### src/core/buck_regs_pkg.sv
package buck_regs_pkg;

   // ----------------------------------------------------------------
   // register offsets on the serial control port
   // ----------------------------------------------------------------
   localparam logic [7:0] ADDR_BUCK2_SLEEP_VOLTAGE = 8'h37;
   localparam logic [7:0] ADDR_BUCK2_MODE_SELECT = 8'h38;
   localparam logic [7:0] ADDR_BUCK2_CONFIG = 8'h39;
   localparam logic [7:0] ADDR_BUCK3_RUN_VOLTAGE = 8'h3c;
   localparam logic [7:0] ADDR_BUCK3_STANDBY_VOLTAGE = 8'h3d;

   // ----------------------------------------------------------------
   // field positions
   // ----------------------------------------------------------------
   localparam int OFF_EVENT_BIT = 5;
   localparam int SWITCH_MODE_LSB = 0;
   localparam int SWITCH_MODE_MSB = 3;
   localparam int RAMP_SPEED_BIT = 6;
   localparam int PHASE_LSB = 4;
   localparam int PHASE_MSB = 5;
   localparam int FREQ_LSB = 2;
   localparam int FREQ_MSB = 3;
   localparam int ILIM_BIT = 0;
   localparam int HIGH_RANGE_BIT = 5;
   localparam int LEVEL_LSB = 0;
   localparam int LEVEL_MSB = 4;
   localparam int LEVEL_W = LEVEL_MSB - LEVEL_LSB + 1;

   // ----------------------------------------------------------------
   // implemented bits, bits loaded from otp, fixed reset values
   // ----------------------------------------------------------------
   localparam logic [7:0] MODE_SELECT_MASK = 8'h2f;
   localparam logic [7:0] CONFIG_MASK = 8'h7d;
   localparam logic [7:0] SLEEP_VOLTAGE_MASK = 8'h3f;
   localparam logic [7:0] LEVEL_MASK = 8'h1f;
   localparam logic [7:0] MODE_SELECT_OTP_MASK = 8'h0f;
   localparam logic [7:0] CONFIG_OTP_MASK = 8'h4d;
   localparam logic [7:0] SLEEP_VOLTAGE_OTP_MASK = 8'h3f;
   localparam logic [7:0] LEVEL_OTP_MASK = 8'h1f;
   localparam logic [7:0] MODE_SELECT_FIXED_RESET = 8'h00;
   localparam logic [7:0] CONFIG_FIXED_RESET = 8'h00;
   localparam logic [7:0] UNMAPPED_READ_VALUE = 8'h00;

   // ----------------------------------------------------------------
   // timing
   // ----------------------------------------------------------------
   localparam int CLK_PERIOD_NS = 20;
   localparam int RAMP_FAST_STEP_NS = 2000;
   localparam int RAMP_SLOW_STEP_NS = 4000;
   localparam int RAMP_CNT_W = 8;
   localparam logic [RAMP_CNT_W-1:0] RAMP_FAST_CYCLES = RAMP_CNT_W'(RAMP_FAST_STEP_NS / CLK_PERIOD_NS);
   localparam logic [RAMP_CNT_W-1:0] RAMP_SLOW_CYCLES = RAMP_CNT_W'(RAMP_SLOW_STEP_NS / CLK_PERIOD_NS);

   // ----------------------------------------------------------------
   // serial control port
   // ----------------------------------------------------------------
   localparam logic [6:0] DEVICE_ADDR_DEFAULT = 7'h08; // arbitrary value
   localparam logic [3:0] BITS_PER_BYTE = 4'h8;

   typedef enum logic [3:0] {
      ST_IDLE = 4'h0,
      ST_ADDR = 4'h1,
      ST_ADDR_ACK = 4'h2,
      ST_PTR = 4'h3,
      ST_PTR_ACK = 4'h4,
      ST_WDATA = 4'h5,
      ST_WDATA_ACK = 4'h6,
      ST_RDATA = 4'h7,
      ST_RDATA_ACK = 4'h8
   } link_state_e;

endpackage : buck_regs_pkg

### src/core/buck2_ramp_timer.sv
`timescale 1ns/1ps
`default_nettype none

module buck2_ramp_timer #(
   parameter int CODE_W = buck_regs_pkg::LEVEL_W
) (
   input wire logic sys_clk,
   input wire logic rst_b,
   input wire logic [CODE_W-1:0] target_code,
   input wire logic ramp_slow,
   output logic [CODE_W-1:0] level,
   output logic busy
);
   import buck_regs_pkg::*;

   // ----------------------------------------------------------------
   // state
   // ----------------------------------------------------------------
   typedef struct packed {
      logic primed;
      logic [CODE_W-1:0] level;
      logic [RAMP_CNT_W-1:0] cnt;
      logic busy;
   } ramp_s;

   ramp_s s;
   ramp_s next_s;
   logic [RAMP_CNT_W-1:0] step_cycles;

   if (CODE_W < 1 || CODE_W > 8) begin : g_bad_width
      $error("buck2_ramp_timer: CODE_W must be 1 to 8");
   end

   // step interval follows the speed bit live, so a change applies to the step already in progress
   assign step_cycles = ramp_slow ? RAMP_SLOW_CYCLES : RAMP_FAST_CYCLES;

   // one code step per interval toward the target; first cycle snaps, no power-up ramp
   always_comb begin
      next_s = s;
      if (!s.primed) begin
         next_s.primed = 1'b1;
         next_s.level = target_code;
         next_s.cnt = '0;
         next_s.busy = 1'b0;
      end else if (s.level != target_code) begin
         next_s.busy = 1'b1;
         if (s.cnt >= step_cycles - 1'b1) begin
            next_s.cnt = '0;
            next_s.level = (s.level < target_code) ? s.level + 1'b1 : s.level - 1'b1;
         end else begin
            next_s.cnt = s.cnt + 1'b1;
         end
      end else begin
         next_s.busy = 1'b0;
         next_s.cnt = '0;
      end
   end

   always_ff @(posedge sys_clk) begin
      if (!rst_b) begin
         s <= '0;
      end else begin
         s <= next_s;
      end
   end

   assign level = s.level;
   assign busy = s.busy;

endmodule : buck2_ramp_timer

`default_nettype wire

### src/core/buck_regulator_control_registers.sv
`timescale 1ns/1ps
`default_nettype none

module buck_regulator_control_registers #(
   parameter logic [6:0] DEVICE_ADDR = buck_regs_pkg::DEVICE_ADDR_DEFAULT
) (
   input wire logic sys_clk,
   input wire logic rst_b,
   input wire logic scl_in,
   input wire logic sda_in,
   output logic sda_out,
   output logic sda_oe,
   input wire logic [7:0] otp_buck2_mode,
   input wire logic [7:0] otp_buck2_config,
   input wire logic [7:0] otp_buck2_sleep,
   input wire logic [7:0] otp_buck3_run,
   input wire logic [7:0] otp_buck3_standby,
   input wire logic [buck_regs_pkg::LEVEL_W-1:0] buck2_target_code,
   output logic buck2_off_event_behavior,
   output logic [3:0] buck2_switch_mode_code,
   output logic buck2_ramp_speed_sel,
   output logic [1:0] buck2_clock_phase_sel,
   output logic [1:0] buck2_frequency_sel,
   output logic buck2_current_limit_sel,
   output logic buck2_high_range,
   output logic [buck_regs_pkg::LEVEL_W-1:0] buck2_sleep_level,
   output logic [buck_regs_pkg::LEVEL_W-1:0] buck3_run_level,
   output logic [buck_regs_pkg::LEVEL_W-1:0] buck3_standby_level,
   output logic [buck_regs_pkg::LEVEL_W-1:0] buck2_ramped_code,
   output logic voltage_ramping,
   output logic link_active
);
   import buck_regs_pkg::*;

   // ----------------------------------------------------------------
   // state
   // ----------------------------------------------------------------
   typedef struct packed {
      logic scl_meta;
      logic scl_sync;
      logic scl_last;
      logic sda_meta;
      logic sda_sync;
      logic sda_last;
      link_state_e st;
      logic [3:0] cnt;
      logic [7:0] shift;
      logic read_dir;
      logic [7:0] ptr;
      logic [7:0] rd_byte;
      logic sda_drive;
      logic sda_level;
      logic otp_loaded;
      logic busy;
      logic [7:0] mode_select;
      logic [7:0] config_bits;
      logic [7:0] sleep_voltage;
      logic [7:0] run_voltage;
      logic [7:0] standby_voltage;
   } regs_s;

   regs_s s;
   regs_s next_s;
   logic scl_rise;
   logic scl_fall;
   logic start_seen;
   logic stop_seen;
   logic addr_match;

   if (DEVICE_ADDR > 7'h77 || DEVICE_ADDR < 7'h08) begin : g_bad_addr
      $error("buck_regulator_control_registers: DEVICE_ADDR is a reserved bus address");
   end

   // ----------------------------------------------------------------
   // register read and write decode
   // ----------------------------------------------------------------
   // unmapped offsets read zero; reserved bits are never stored, so they read zero too
   function automatic logic [7:0] reg_read(input regs_s r, input logic [7:0] a);
      logic [7:0] d;
      d = UNMAPPED_READ_VALUE;
      unique case (a)
         ADDR_BUCK2_SLEEP_VOLTAGE: d = r.sleep_voltage;
         ADDR_BUCK2_MODE_SELECT: d = r.mode_select;
         ADDR_BUCK2_CONFIG: d = r.config_bits;
         ADDR_BUCK3_RUN_VOLTAGE: d = r.run_voltage;
         ADDR_BUCK3_STANDBY_VOLTAGE: d = r.standby_voltage;
         default: d = UNMAPPED_READ_VALUE;
      endcase
      return d;
   endfunction : reg_read

   // writes are masked to implemented bits; unmapped offsets drop the byte
   function automatic regs_s reg_write(input regs_s r, input logic [7:0] a, input logic [7:0] d);
      regs_s w;
      w = r;
      unique case (a)
         ADDR_BUCK2_SLEEP_VOLTAGE: w.sleep_voltage = d & SLEEP_VOLTAGE_MASK;
         ADDR_BUCK2_MODE_SELECT: w.mode_select = d & MODE_SELECT_MASK;
         ADDR_BUCK2_CONFIG: w.config_bits = d & CONFIG_MASK;
         ADDR_BUCK3_RUN_VOLTAGE: w.run_voltage = d & LEVEL_MASK;
         ADDR_BUCK3_STANDBY_VOLTAGE: w.standby_voltage = d & LEVEL_MASK;
         default: w = r;
      endcase
      return w;
   endfunction : reg_write

   // ----------------------------------------------------------------
   // bus condition detection
   // ----------------------------------------------------------------
   // edges are taken between the second sync stage and its delayed copy only
   assign scl_rise = s.scl_sync & ~s.scl_last;
   assign scl_fall = ~s.scl_sync & s.scl_last;
   assign start_seen = s.scl_sync & s.scl_last & ~s.sda_sync & s.sda_last;
   assign stop_seen = s.scl_sync & s.scl_last & s.sda_sync & ~s.sda_last;
   assign addr_match = (s.shift[7:1] == DEVICE_ADDR);

   // ----------------------------------------------------------------
   // next state
   // ----------------------------------------------------------------
   always_comb begin
      next_s = s;
      // two-stage synchronisers on the bus pins
      next_s.scl_meta = scl_in;
      next_s.scl_sync = s.scl_meta;
      next_s.scl_last = s.scl_sync;
      next_s.sda_meta = sda_in;
      next_s.sda_sync = s.sda_meta;
      next_s.sda_last = s.sda_sync;
      // open drain: the data line is only ever pulled low
      next_s.sda_level = 1'b0;

      // first cycle after reset copies the otp image into the loadable fields
      if (!s.otp_loaded) begin
         next_s.otp_loaded = 1'b1;
         next_s.mode_select = MODE_SELECT_FIXED_RESET | (otp_buck2_mode & MODE_SELECT_OTP_MASK);
         next_s.config_bits = CONFIG_FIXED_RESET | (otp_buck2_config & CONFIG_OTP_MASK);
         next_s.sleep_voltage = otp_buck2_sleep & SLEEP_VOLTAGE_OTP_MASK;
         next_s.run_voltage = otp_buck3_run & LEVEL_OTP_MASK;
         next_s.standby_voltage = otp_buck3_standby & LEVEL_OTP_MASK;
      end

      // no lock and no state gating: any mode of the regulator accepts access
      if (start_seen) begin
         next_s.st = ST_ADDR;
         next_s.cnt = '0;
         next_s.sda_drive = 1'b0;
         next_s.busy = 1'b1;
      end else if (stop_seen) begin
         next_s.st = ST_IDLE;
         next_s.sda_drive = 1'b0;
         next_s.busy = 1'b0;
      end else begin
         unique case (s.st)
            ST_IDLE: begin
               next_s.sda_drive = 1'b0;
               next_s.busy = 1'b0;
            end
            // address byte, msb first, then the direction bit
            ST_ADDR: begin
               if (scl_rise) begin
                  next_s.shift = {s.shift[6:0], s.sda_sync};
                  next_s.cnt = s.cnt + 1'b1;
               end else if (scl_fall && s.cnt == BITS_PER_BYTE) begin
                  if (addr_match) begin
                     next_s.st = ST_ADDR_ACK;
                     next_s.read_dir = s.shift[0];
                     next_s.sda_drive = 1'b1;
                  end else begin
                     // another device is addressed: stay off the bus until the next start
                     next_s.st = ST_IDLE;
                  end
               end
            end
            ST_ADDR_ACK: begin
               if (scl_fall) begin
                  next_s.cnt = '0;
                  if (s.read_dir) begin
                     // reads continue from the pointer left by the last access
                     next_s.rd_byte = reg_read(s, s.ptr);
                     next_s.sda_drive = ~next_s.rd_byte[7];
                     next_s.st = ST_RDATA;
                  end else begin
                     next_s.sda_drive = 1'b0;
                     next_s.st = ST_PTR;
                  end
               end
            end
            // register pointer byte of a write transfer
            ST_PTR: begin
               if (scl_rise) begin
                  next_s.shift = {s.shift[6:0], s.sda_sync};
                  next_s.cnt = s.cnt + 1'b1;
               end else if (scl_fall && s.cnt == BITS_PER_BYTE) begin
                  next_s.ptr = s.shift;
                  next_s.sda_drive = 1'b1;
                  next_s.st = ST_PTR_ACK;
               end
            end
            ST_PTR_ACK: begin
               if (scl_fall) begin
                  next_s.sda_drive = 1'b0;
                  next_s.cnt = '0;
                  next_s.st = ST_WDATA;
               end
            end
            // data bytes: each one lands on the pointer, which then advances
            ST_WDATA: begin
               if (scl_rise) begin
                  next_s.shift = {s.shift[6:0], s.sda_sync};
                  next_s.cnt = s.cnt + 1'b1;
               end else if (scl_fall && s.cnt == BITS_PER_BYTE) begin
                  next_s = reg_write(next_s, s.ptr, s.shift);
                  next_s.ptr = s.ptr + 8'h01;
                  next_s.sda_drive = 1'b1;
                  next_s.st = ST_WDATA_ACK;
               end
            end
            ST_WDATA_ACK: begin
               if (scl_fall) begin
                  next_s.sda_drive = 1'b0;
                  next_s.cnt = '0;
                  next_s.st = ST_WDATA;
               end
            end
            // read data: next bit goes out on each falling clock edge
            ST_RDATA: begin
               if (scl_rise) begin
                  next_s.cnt = s.cnt + 1'b1;
               end else if (scl_fall) begin
                  if (s.cnt == BITS_PER_BYTE) begin
                     next_s.sda_drive = 1'b0;
                     next_s.st = ST_RDATA_ACK;
                  end else begin
                     next_s.rd_byte = {s.rd_byte[6:0], 1'b0};
                     next_s.sda_drive = ~s.rd_byte[6];
                  end
               end
            end
            // the host acknowledges; a high level ends the read
            ST_RDATA_ACK: begin
               if (scl_rise) begin
                  next_s.shift = {s.shift[7:1], s.sda_sync};
               end else if (scl_fall) begin
                  if (s.shift[0]) begin
                     next_s.st = ST_IDLE;
                     next_s.busy = 1'b0;
                  end else begin
                     next_s.ptr = s.ptr + 8'h01;
                     next_s.rd_byte = reg_read(s, s.ptr + 8'h01);
                     next_s.sda_drive = ~next_s.rd_byte[7];
                     next_s.cnt = '0;
                     next_s.st = ST_RDATA;
                  end
               end
            end
            default: begin
               next_s.st = ST_IDLE;
               next_s.sda_drive = 1'b0;
            end
         endcase
      end
   end

   // ----------------------------------------------------------------
   // state register
   // ----------------------------------------------------------------
   // all-zero reset; the otp copy follows on the first edge after release
   always_ff @(posedge sys_clk) begin
      if (!rst_b) begin
         s <= '0;
      end else begin
         s <= next_s;
      end
   end

   // ----------------------------------------------------------------
   // voltage ramp pacing for the second buck
   // ----------------------------------------------------------------
   buck2_ramp_timer #(
      .CODE_W(LEVEL_W)
   ) u_ramp (
      .sys_clk(sys_clk),
      .rst_b(rst_b),
      .target_code(buck2_target_code),
      .ramp_slow(s.config_bits[RAMP_SPEED_BIT]),
      .level(buck2_ramped_code),
      .busy(voltage_ramping)
   );

   // ----------------------------------------------------------------
   // outputs, all straight from the state register
   // ----------------------------------------------------------------
   assign sda_out = s.sda_level;
   assign sda_oe = s.sda_drive;
   assign link_active = s.busy;
   assign buck2_off_event_behavior = s.mode_select[OFF_EVENT_BIT];
   assign buck2_switch_mode_code = s.mode_select[SWITCH_MODE_MSB:SWITCH_MODE_LSB];
   assign buck2_ramp_speed_sel = s.config_bits[RAMP_SPEED_BIT];
   assign buck2_clock_phase_sel = s.config_bits[PHASE_MSB:PHASE_LSB];
   assign buck2_frequency_sel = s.config_bits[FREQ_MSB:FREQ_LSB];
   assign buck2_current_limit_sel = s.config_bits[ILIM_BIT];
   assign buck2_high_range = s.sleep_voltage[HIGH_RANGE_BIT];
   assign buck2_sleep_level = s.sleep_voltage[LEVEL_MSB:LEVEL_LSB];
   assign buck3_run_level = s.run_voltage[LEVEL_MSB:LEVEL_LSB];
   assign buck3_standby_level = s.standby_voltage[LEVEL_MSB:LEVEL_LSB];

endmodule : buck_regulator_control_registers

`default_nettype wire

### config.mk
export PLATFORM = sky130hd
export DESIGN_NAME = buck_regulator_control_registers
export DESIGN_NICKNAME = d
export VERILOG_FILES = /design/src/core/buck_regs_pkg.sv /design/src/core/buck2_ramp_timer.sv /design/src/core/buck_regulator_control_registers.sv
export SDC_FILE = /design/constraint.sdc
export NUM_CORES = 1
export LEC_CHECK = 0
export BUFFER_PORTS_ARGS = -buffer_cell sky130_fd_sc_hd__buf_2
export CAP_MARGIN = 20
export CELL_PAD_IN_SITES_DETAIL_PLACEMENT = 1
export CELL_PAD_IN_SITES_GLOBAL_PLACEMENT = 2
export CORE_MARGIN = 5
export CORE_UTILIZATION = 31
export DETAILED_ROUTE_END_ITERATION = 8
export PLACE_DENSITY_LB_ADDON = 0.1
export REMOVE_ABC_BUFFERS = 1
export SETUP_SLACK_MARGIN = 0.15
export SYNTH_ARGS = -nofsm -noshare
export SYNTH_HDL_FRONTEND = slang
export SYNTH_HIERARCHICAL = 1
export SYNTH_SLANG_ARGS = --single-unit
### constraint.sdc
create_clock -name sys_clk -period 3 [get_ports sys_clk]
set_input_delay 0.75 -clock sys_clk [delete_from_list [all_inputs] [get_ports sys_clk]]
set_output_delay 0.75 -clock sys_clk [all_outputs]
set_load 0.03 [all_outputs]
==> summary.md, run 1 <==
| Metric | Value |
|---|---|
| Layout cells sized above 1 | 0.200 |
| Power per cell area | 412 nW/um^2 |
| Drt total wl | 21,500 um |
| Arr. time, crit path | 2.98 ns |
| FP Rows | 51 |
| Crit end category | register |
| WHS | 0.438 ns |
| Finished Core Util | 0.358 |
| Overall power | 2.86 mW |
| Global-route wire length before repair | 33,600 um |
| Starting Density | 0.313 |
| Seq. cell area | 1920 um^2 |
| Sequential fraction of the synthesis area | 0.317 |
| HP Class | register to register |
| Area Overhead vs Synth | 14.4% |
| Clock tree buffer depth | 2 |
| Hpwl dp | 15,700 um |
| Vias per cell | 5.45 |
| RSZ-0062 raised after global routing | false |
| Final Hold Fails | 0 |
| P_leak | 2.69 nW |
| Die boundary height | 150 um |
| Initial antenna violation count | 0 |
| Clock skew | 0.0108 ns |
| Cell Count Post-Placement | 1,024 |
| Setup ws final | 0.258 ns |
| Largest net degree at the start of global routing | 46 |
| Core area | 19,300 um^2 |
| Nets | 842 |
| Gr ovfl total | 0 |
| CTS Hold Bufs | 0 |
| Crit path max-delay family | compound AO/OA/AOI/OAI gates |
| Num Clock Sinks | 96 |
| GR Util met2 | 0.313 |
| DR WL/cell | 20.6 um |
| Drt drc | 0 |
| First-pass DRT Iterations | 5 |
| I/O Buffers | 67 |
| Netlist Area Pre-Place | 6060 um^2 |
| Slowest stage delay, CP | 0.35 ns |
| Ys flop type | dfxtp_1 |
| Setup WS pre-CTS | -0.242 ns |
| CTS Buf Count | 9 |
| Outcome | finished, final reports clean |
| Area of the multi-input gates | 3660 um^2 |
| Synth Warn # | 6 |
| Ant. Diodes | 0 |
| Fin crit share | 0.914 |
| Gr usage total | 0.193 |
| Maxcap violations | 0 |
| Filler cells | 2,358 |
| Rel. slew slack | 0.360 |
| Reg2Reg Setup Slack | 0.38 ns |
| Die width | 150 um |
| Seq cells post-synth | 96 |
| CP Max Fanout | 3 |
| Fin. max-slew vios | 0 |
| Worst Path Required | 3.23 ns |
| Grt peak-use layer | met2 |
| Finished Layout Cells | 1,044 |
| Worst skew pair latency | 0.35 ns |
| CP startpoint kind | input pin |
| Gpl congestion | 0.839 |
| CTS H-tree depth | 3 |
| CTS root buffer | clkbuf_16 |
| Met3 Usage GRT | 0.0242 |
| Worst-Margin Slew | 0.950 ns |
| Antenna Nets Post-Route | 0 |
| Clk pin slew, worst setup/hold paths | 0.07 ns |
| Post-synth EDFFs | 0 |
| Async SR Flop Fraction | 0 |
| Mapped Cells | 734 |
| Met1 Use GR | 0.268 |
| Avg Cell Area, Syn | 8.25 um^2 |
| WS Path Type | input pin to register |
| Initial DRC count | 353 |
| Cell variety after synth | 84 |
| Tmin final | 2.74 ns |
| CTS tree | built |
| Number of global-route vias before repair | 5,858 |
| Final number of setup-violating endpoints | 0 |
| Achievable Freq | 365 MHz |
| Vias post-DR | 5,692 |
| Die ar. | 22,400 um^2 |
| Peak supply drop | 0.257 mV |
| Worst path bufs/invs | 4 |
| Number of I/O pins | 85 |
| Worst path cell trace | buf_2 > inv_1 > ha_4 > a21o_1 > a21oi_2 > nand2_2 > buf_4 > inv_2 > fa_2 > nor2b_1 > o21a_1 > o211a_1 > o21ai_1 > or3b_1 |
| Critical-path top delay cell | or3b_1 |
-- report_power, final --
| group | internal (mW) | total, mW | switching [mW] | leakage (nW) |
|---|---|---|---|---|
| sequential | 1.30 | 1.35 | 0.0438 | 0.782 |
| combinational | 0.126 | 0.292 | 0.166 | 1.77 |
| clock | 0.673 | 1.22 | 0.543 | 0.139 |
-- layout by cell type, fill, tap and decap left out, types with 14 or more instances in the layout --
cell / count
o21ai_0: 21
and2_1: 14
a211oi_1: 33
a21oi_1: 39
mux2i_1: 32
buf_2: 67
nand2_1: 64
ha_1: 14
inv_1: 18
buf_4: 41
a22oi_1: 15
and3_1: 17
dfxtp_1: 96
nor2_1: 72
nand3_1: 22
-- cells by family (layout without fill, tap and decap cells) --
group                    count (synthesis)  after routing  share of synthesized area
flip-flops                              96             96                      0.317
other                                    1              1                   0.000619
adder cells (fa/ha/maj)                 20             20                     0.0421
XOR/XNOR                                13             13                     0.0188
buffers and inverters                   99            144                     0.0893
multiplexers                            33             33                     0.0554
AND/OR/NAND/NOR                        265            265                      0.229
AO/OA/AOI/OAI                          207            207                      0.248
-- final timing paths --
kind / from / end / cells past startpoint
max: buck2_target_code[3] / u_ramp/level[4] / 14
min reg2reg: s[79] / s[78] / 1
min: s[79] / s[78] / 1
max reg2reg: s[52] / s[50] / 9
-- Yosys cell counts, types with 4 or more instances --
master / number / area [um^2]
a222oi_1: 4 / 40.0
a21o_1: 5 / 37.5
o21a_1: 4 / 30.0
clkbuf_1: 26 / 97.6
dfxtp_1: 96 / 1920
nor3_1: 12 / 60.1
a22o_1: 6 / 52.6
buf_6: 4 / 45.0
a32oi_1: 7 / 61.3
xnor2_1: 9 / 78.8
nand3b_1: 8 / 60.1
nor2b_1: 8 / 50.1
a221oi_1: 12 / 105
inv_1: 19 / 71.3
o21ai_1: 6 / 30.0
buf_2: 15 / 75.1
mux2i_1: 32 / 320
a21oi_1: 40 / 200
a22oi_1: 15 / 113
nor2_1: 72 / 270
nand2_1: 65 / 244
ha_1: 18 / 225
o211a_1: 4 / 40.0
and2_1: 14 / 87.6
o211ai_1: 6 / 45.0
buf_4: 32 / 240
o22ai_1: 4 / 25.0
nand2b_1: 11 / 68.8
nand3_1: 22 / 110
and3_1: 17 / 106
a31oi_1: 12 / 75.1
xor2_1: 4 / 35.0
o21ai_0: 21 / 105
a211oi_1: 33 / 248
-- flip-flops by register name, indices dropped and copies added (netlist names) --
name and count:
buck2_clock_phase_sel 2, buck2_current_limit_sel 1, u_ramp/s 9, s 52, buck2_switch_mode_code 4, link_active 1
buck2_high_range 1, buck2_frequency_sel 2, u_ramp/level 5, u_ramp/busy 1, sda_oe 1, buck3_standby_level 5
buck3_run_level 5, buck2_ramp_speed_sel 1, buck2_sleep_level 5, buck2_off_event_behavior 1
-- worst register-to-register path, cell delays in order, from the launching register on --
cell      delay, ns
dfxtp_1        0.50
ha_1           0.25
buf_4          0.24
a21oi_1        0.06
o211ai_1       0.17
a211o_1        0.21
buf_4          0.22
nor2_2         0.12
a221oi_1       0.57
o211ai_1       0.14
-- through the flow --
stage               TNS, ns  cell area, um^2
finish                    0             6930
CTS                       0             6840
floorplan                 0             5590
global route              0             6930
detailed placement   -0.242             6540
global placement     -0.151             6540
-- routing by layer --
metal	vias to the layer above	wire length [um]
met4	0	415
met5	-	0
li1	2732	-
met2	125	9980
met3	26	743
met1	2809	10400
-- layout make-up --
| cell class | count | area share |
|---|---|---|
| inverters | 20 | 0.0108 |
| clock inverters | 4 | 0.00777 |
| multi-input cells | 539 | 0.528 |
| repair buffers | 108 | 0.0928 |
| flip-flops and latches | 96 | 0.277 |
| clock buffers | 12 | 0.0356 |
| well taps | 265 | 0.0479 |
-- timing repair --
item	CTS	global route
gates resized for setup	1	8
hold endpoints to repair	0	0
pin swaps	0	8
setup buffers	0	4
endpoints found under the setup margin	1	1
Note: power is estimated with default switching activity, not from simulation.
==> inputs of run 2 (changes only) <==
Settings changed: ABC_AREA from default to 0, PLACE_DENSITY_LB_ADDON 0.1 to 0.25.
==> summary.md, run 2 (synthesized netlist as in run 1, its figures left out) <==
| Metric | Value |
|---|---|
| CTS H-tree depth | 3 (unchanged) |
| Initial DRC count | 411 (+16%) |
| Initial antenna violation count | 0 (unchanged) |
| Finished Layout Cells | 1,042 (-0.19%) |
| Rel. slew slack | 0.542 (+0.182) |
| Max reg flops | 52 (unchanged) |
| RSZ-0062 raised after global routing | true |
| Grt peak-use layer | met2 |
| CP Max Fanout | 2 (-1) |
| HP Class | register to register |
| WS Path Type | input pin to register |
| Final number of setup-violating endpoints | 0 (unchanged) |
| Drt drc | 0 (unchanged) |
| Met1 Use GR | 0.265 (-0.00317) |
| Vias per cell | 5.48 (+0.56%) |
| Worst skew pair latency | 0.35 ns (about the same) |
| Die width | 150 um (unchanged) |
| Num Clock Sinks | 96 (unchanged) |
| Vias post-DR | 5,713 (+0.37%) |
| Gr ovfl total | 0 (unchanged) |
| Maxcap violations | 0 (unchanged) |
| Filler cells | 2,313 (-1.9%) |
| Clock tree buffer depth | 2 (unchanged) |
| Seq. cell area | 1920 um^2 (unchanged) |
| Worst-Margin Slew | 0.686 ns (-0.264 ns) |
| Arr. time, crit path | 2.95 ns (-0.03 ns) |
| I/O Buffers | 67 (unchanged) |
| Most flop-heavy register | s |
| Die boundary height | 150 um (unchanged) |
| Fin. max-slew vios | 0 (unchanged) |
| Most common cell after layout, fill and taps aside | dfxtp_1 |
| Die ar. | 22,400 um^2 (unchanged) |
| Peak supply drop | 0.251 mV (-2.5%) |
| Worst Path Required | 3.23 ns (about the same) |
| Tmin final | 2.72 ns (-0.0192 ns) |
| Clk pin slew, worst setup/hold paths | 0.07 ns (about the same) |
| CP startpoint kind | input pin |
| Gpl congestion | 0.870 (+3.7%) |
| Power per cell area | 422 nW/um^2 (+2.3%) |
| Gr usage total | 0.189 (-0.00425) |
| Clock skew | 0.0118 ns (+0.00104 ns) |
| Drt total wl | 20,800 um (-3.3%) |
| Fin crit share | 0.908 (-0.00641) |
| P_leak | 2.70 nW (+0.24%) |
| Global-route wire length before repair | 33,300 um (-0.98%) |
| Area Overhead vs Synth | 13.8% |
| Commonest non-fill, non-tap cells in the layout | 96 x dfxtp_1, 72 x nor2_1, 67 x buf_2 |
| Nets | 840 (-0.24%) |
| Layout cells sized above 1 | 0.196 (-0.00463) |
| GR Util met2 | 0.305 (-0.00837) |
| CTS root buffer | clkbuf_16 |
| Top Registers | s (52), u_ramp/s (9) |
| CTS Buf Count | 9 (unchanged) |
| CTS tree | built |
| Starting Density | 0.313 (unchanged) |
| Largest net degree at the start of global routing | 46 (unchanged) |
| Area of the multi-input gates | 3620 um^2 (-1.1%) |
| DP Area | 6540 um^2 (unchanged) |
| Number of I/O pins | 85 (unchanged) |
| Antenna Nets Post-Route | 0 (unchanged) |
| Outcome | finished, final reports clean |
| Met3 Usage GRT | 0.0194 (-0.00485) |
| FP Rows | 51 (unchanged) |
| DR WL/cell | 20.0 um (-3.1%) |
| Final Hold Fails | 0 (unchanged) |
| Hpwl dp | 15,200 um (-3.5%) |
| Overall power | 2.91 mW (+1.8%) |
| Ant. Diodes | 0 (unchanged) |
| Final Instance Area | 6890 um^2 (-0.51%) |
| Achievable Freq | 367 MHz (+0.71%) |
| Cell Count Post-Placement | 1,024 (unchanged) |
| Crit end category | register |
| Core area | 19,300 um^2 (unchanged) |
| First-pass DRT Iterations | 5 (unchanged) |
| Number of global-route vias before repair | 5,895 (+0.63%) |
==> run 2: cell types whose count changed in the layout (fill, tap and decap cells not counted), moves of 2 or more <==
cell	change
ha_1	+2
ha_4	-3
buf_4	-2
inv_6	+2
==> run 2: worst paths after layout <==
path / slack, ns / endpoint / cells past startpoint / from
max: 0.28 / u_ramp/level[4] / 12 / buck2_target_code[1]
min: 0.43 / s[81] / 1 / s[82]
max reg2reg: 0.30 / s[47] / 9 / s[53]
min reg2reg: 0.43 / s[81] / 1 / s[82]
==> run 2: area by class of cell <==
class	instances	area share
tap	265	0.0481
clock inverter	6	0.0131
inverter	20	0.0109
multi-input combinational	539	0.525
sequential	96	0.279
clock buffer	10	0.0332
timing repair buffer	106	0.0911
==> run 2: what timing repair did <==
| action | in CTS | in global routing |
|---|---|---|
| gates resized for setup | 0 | 6 |
| setup buffers | 0 | 2 |
| setup endpoints to repair | 0 | 2 |
| hold buffers | 0 | 0 |
==> run 2: critical path, stage by stage <==
cell     delay (ns)
buf_2          0.09
inv_1          0.04
ha_1           0.29
nor2b_1        0.14
o21ai_1        0.16
nand2_1        0.10
ha_1           0.30
nor2b_2        0.16
o21a_1         0.21
o211a_1        0.25
o21ai_1        0.11
or3b_1         0.35
==> run 2: metal layers <==
metal	vias to the layer above	wire length (um)
met4	0	330
met2	125	9750
met1	2837	10000
met5	-	0
li1	2730	-
met3	21	740
==> run 2: report_power, final <==
group          total, mW  switching [mW]  leakage (nW)  internal, mW
combinational      0.280           0.163          1.76         0.117
sequential          1.35          0.0422         0.782          1.30
clock               1.28           0.544         0.153         0.737
total               2.91           0.749          2.70          2.16
==> run 2: stage by stage <==
step / hold slack, ns / setup slack (ns) / utilization / setup TNS, ns
2_1_floorplan: 0.412 / 0.0247 / - / 0
3_3_place_gp: 0.418 / -0.0143 / 0.338 / -0.0143
3_5_place_dp: 0.423 / -0.149 / 0.338 / -0.149
4_1_cts: 0.440 / 0.230 / 0.354 / 0
5_1_grt: 0.459 / 0.146 / 0.357 / 0
6_report: 0.434 / 0.277 / 0.357 / 0
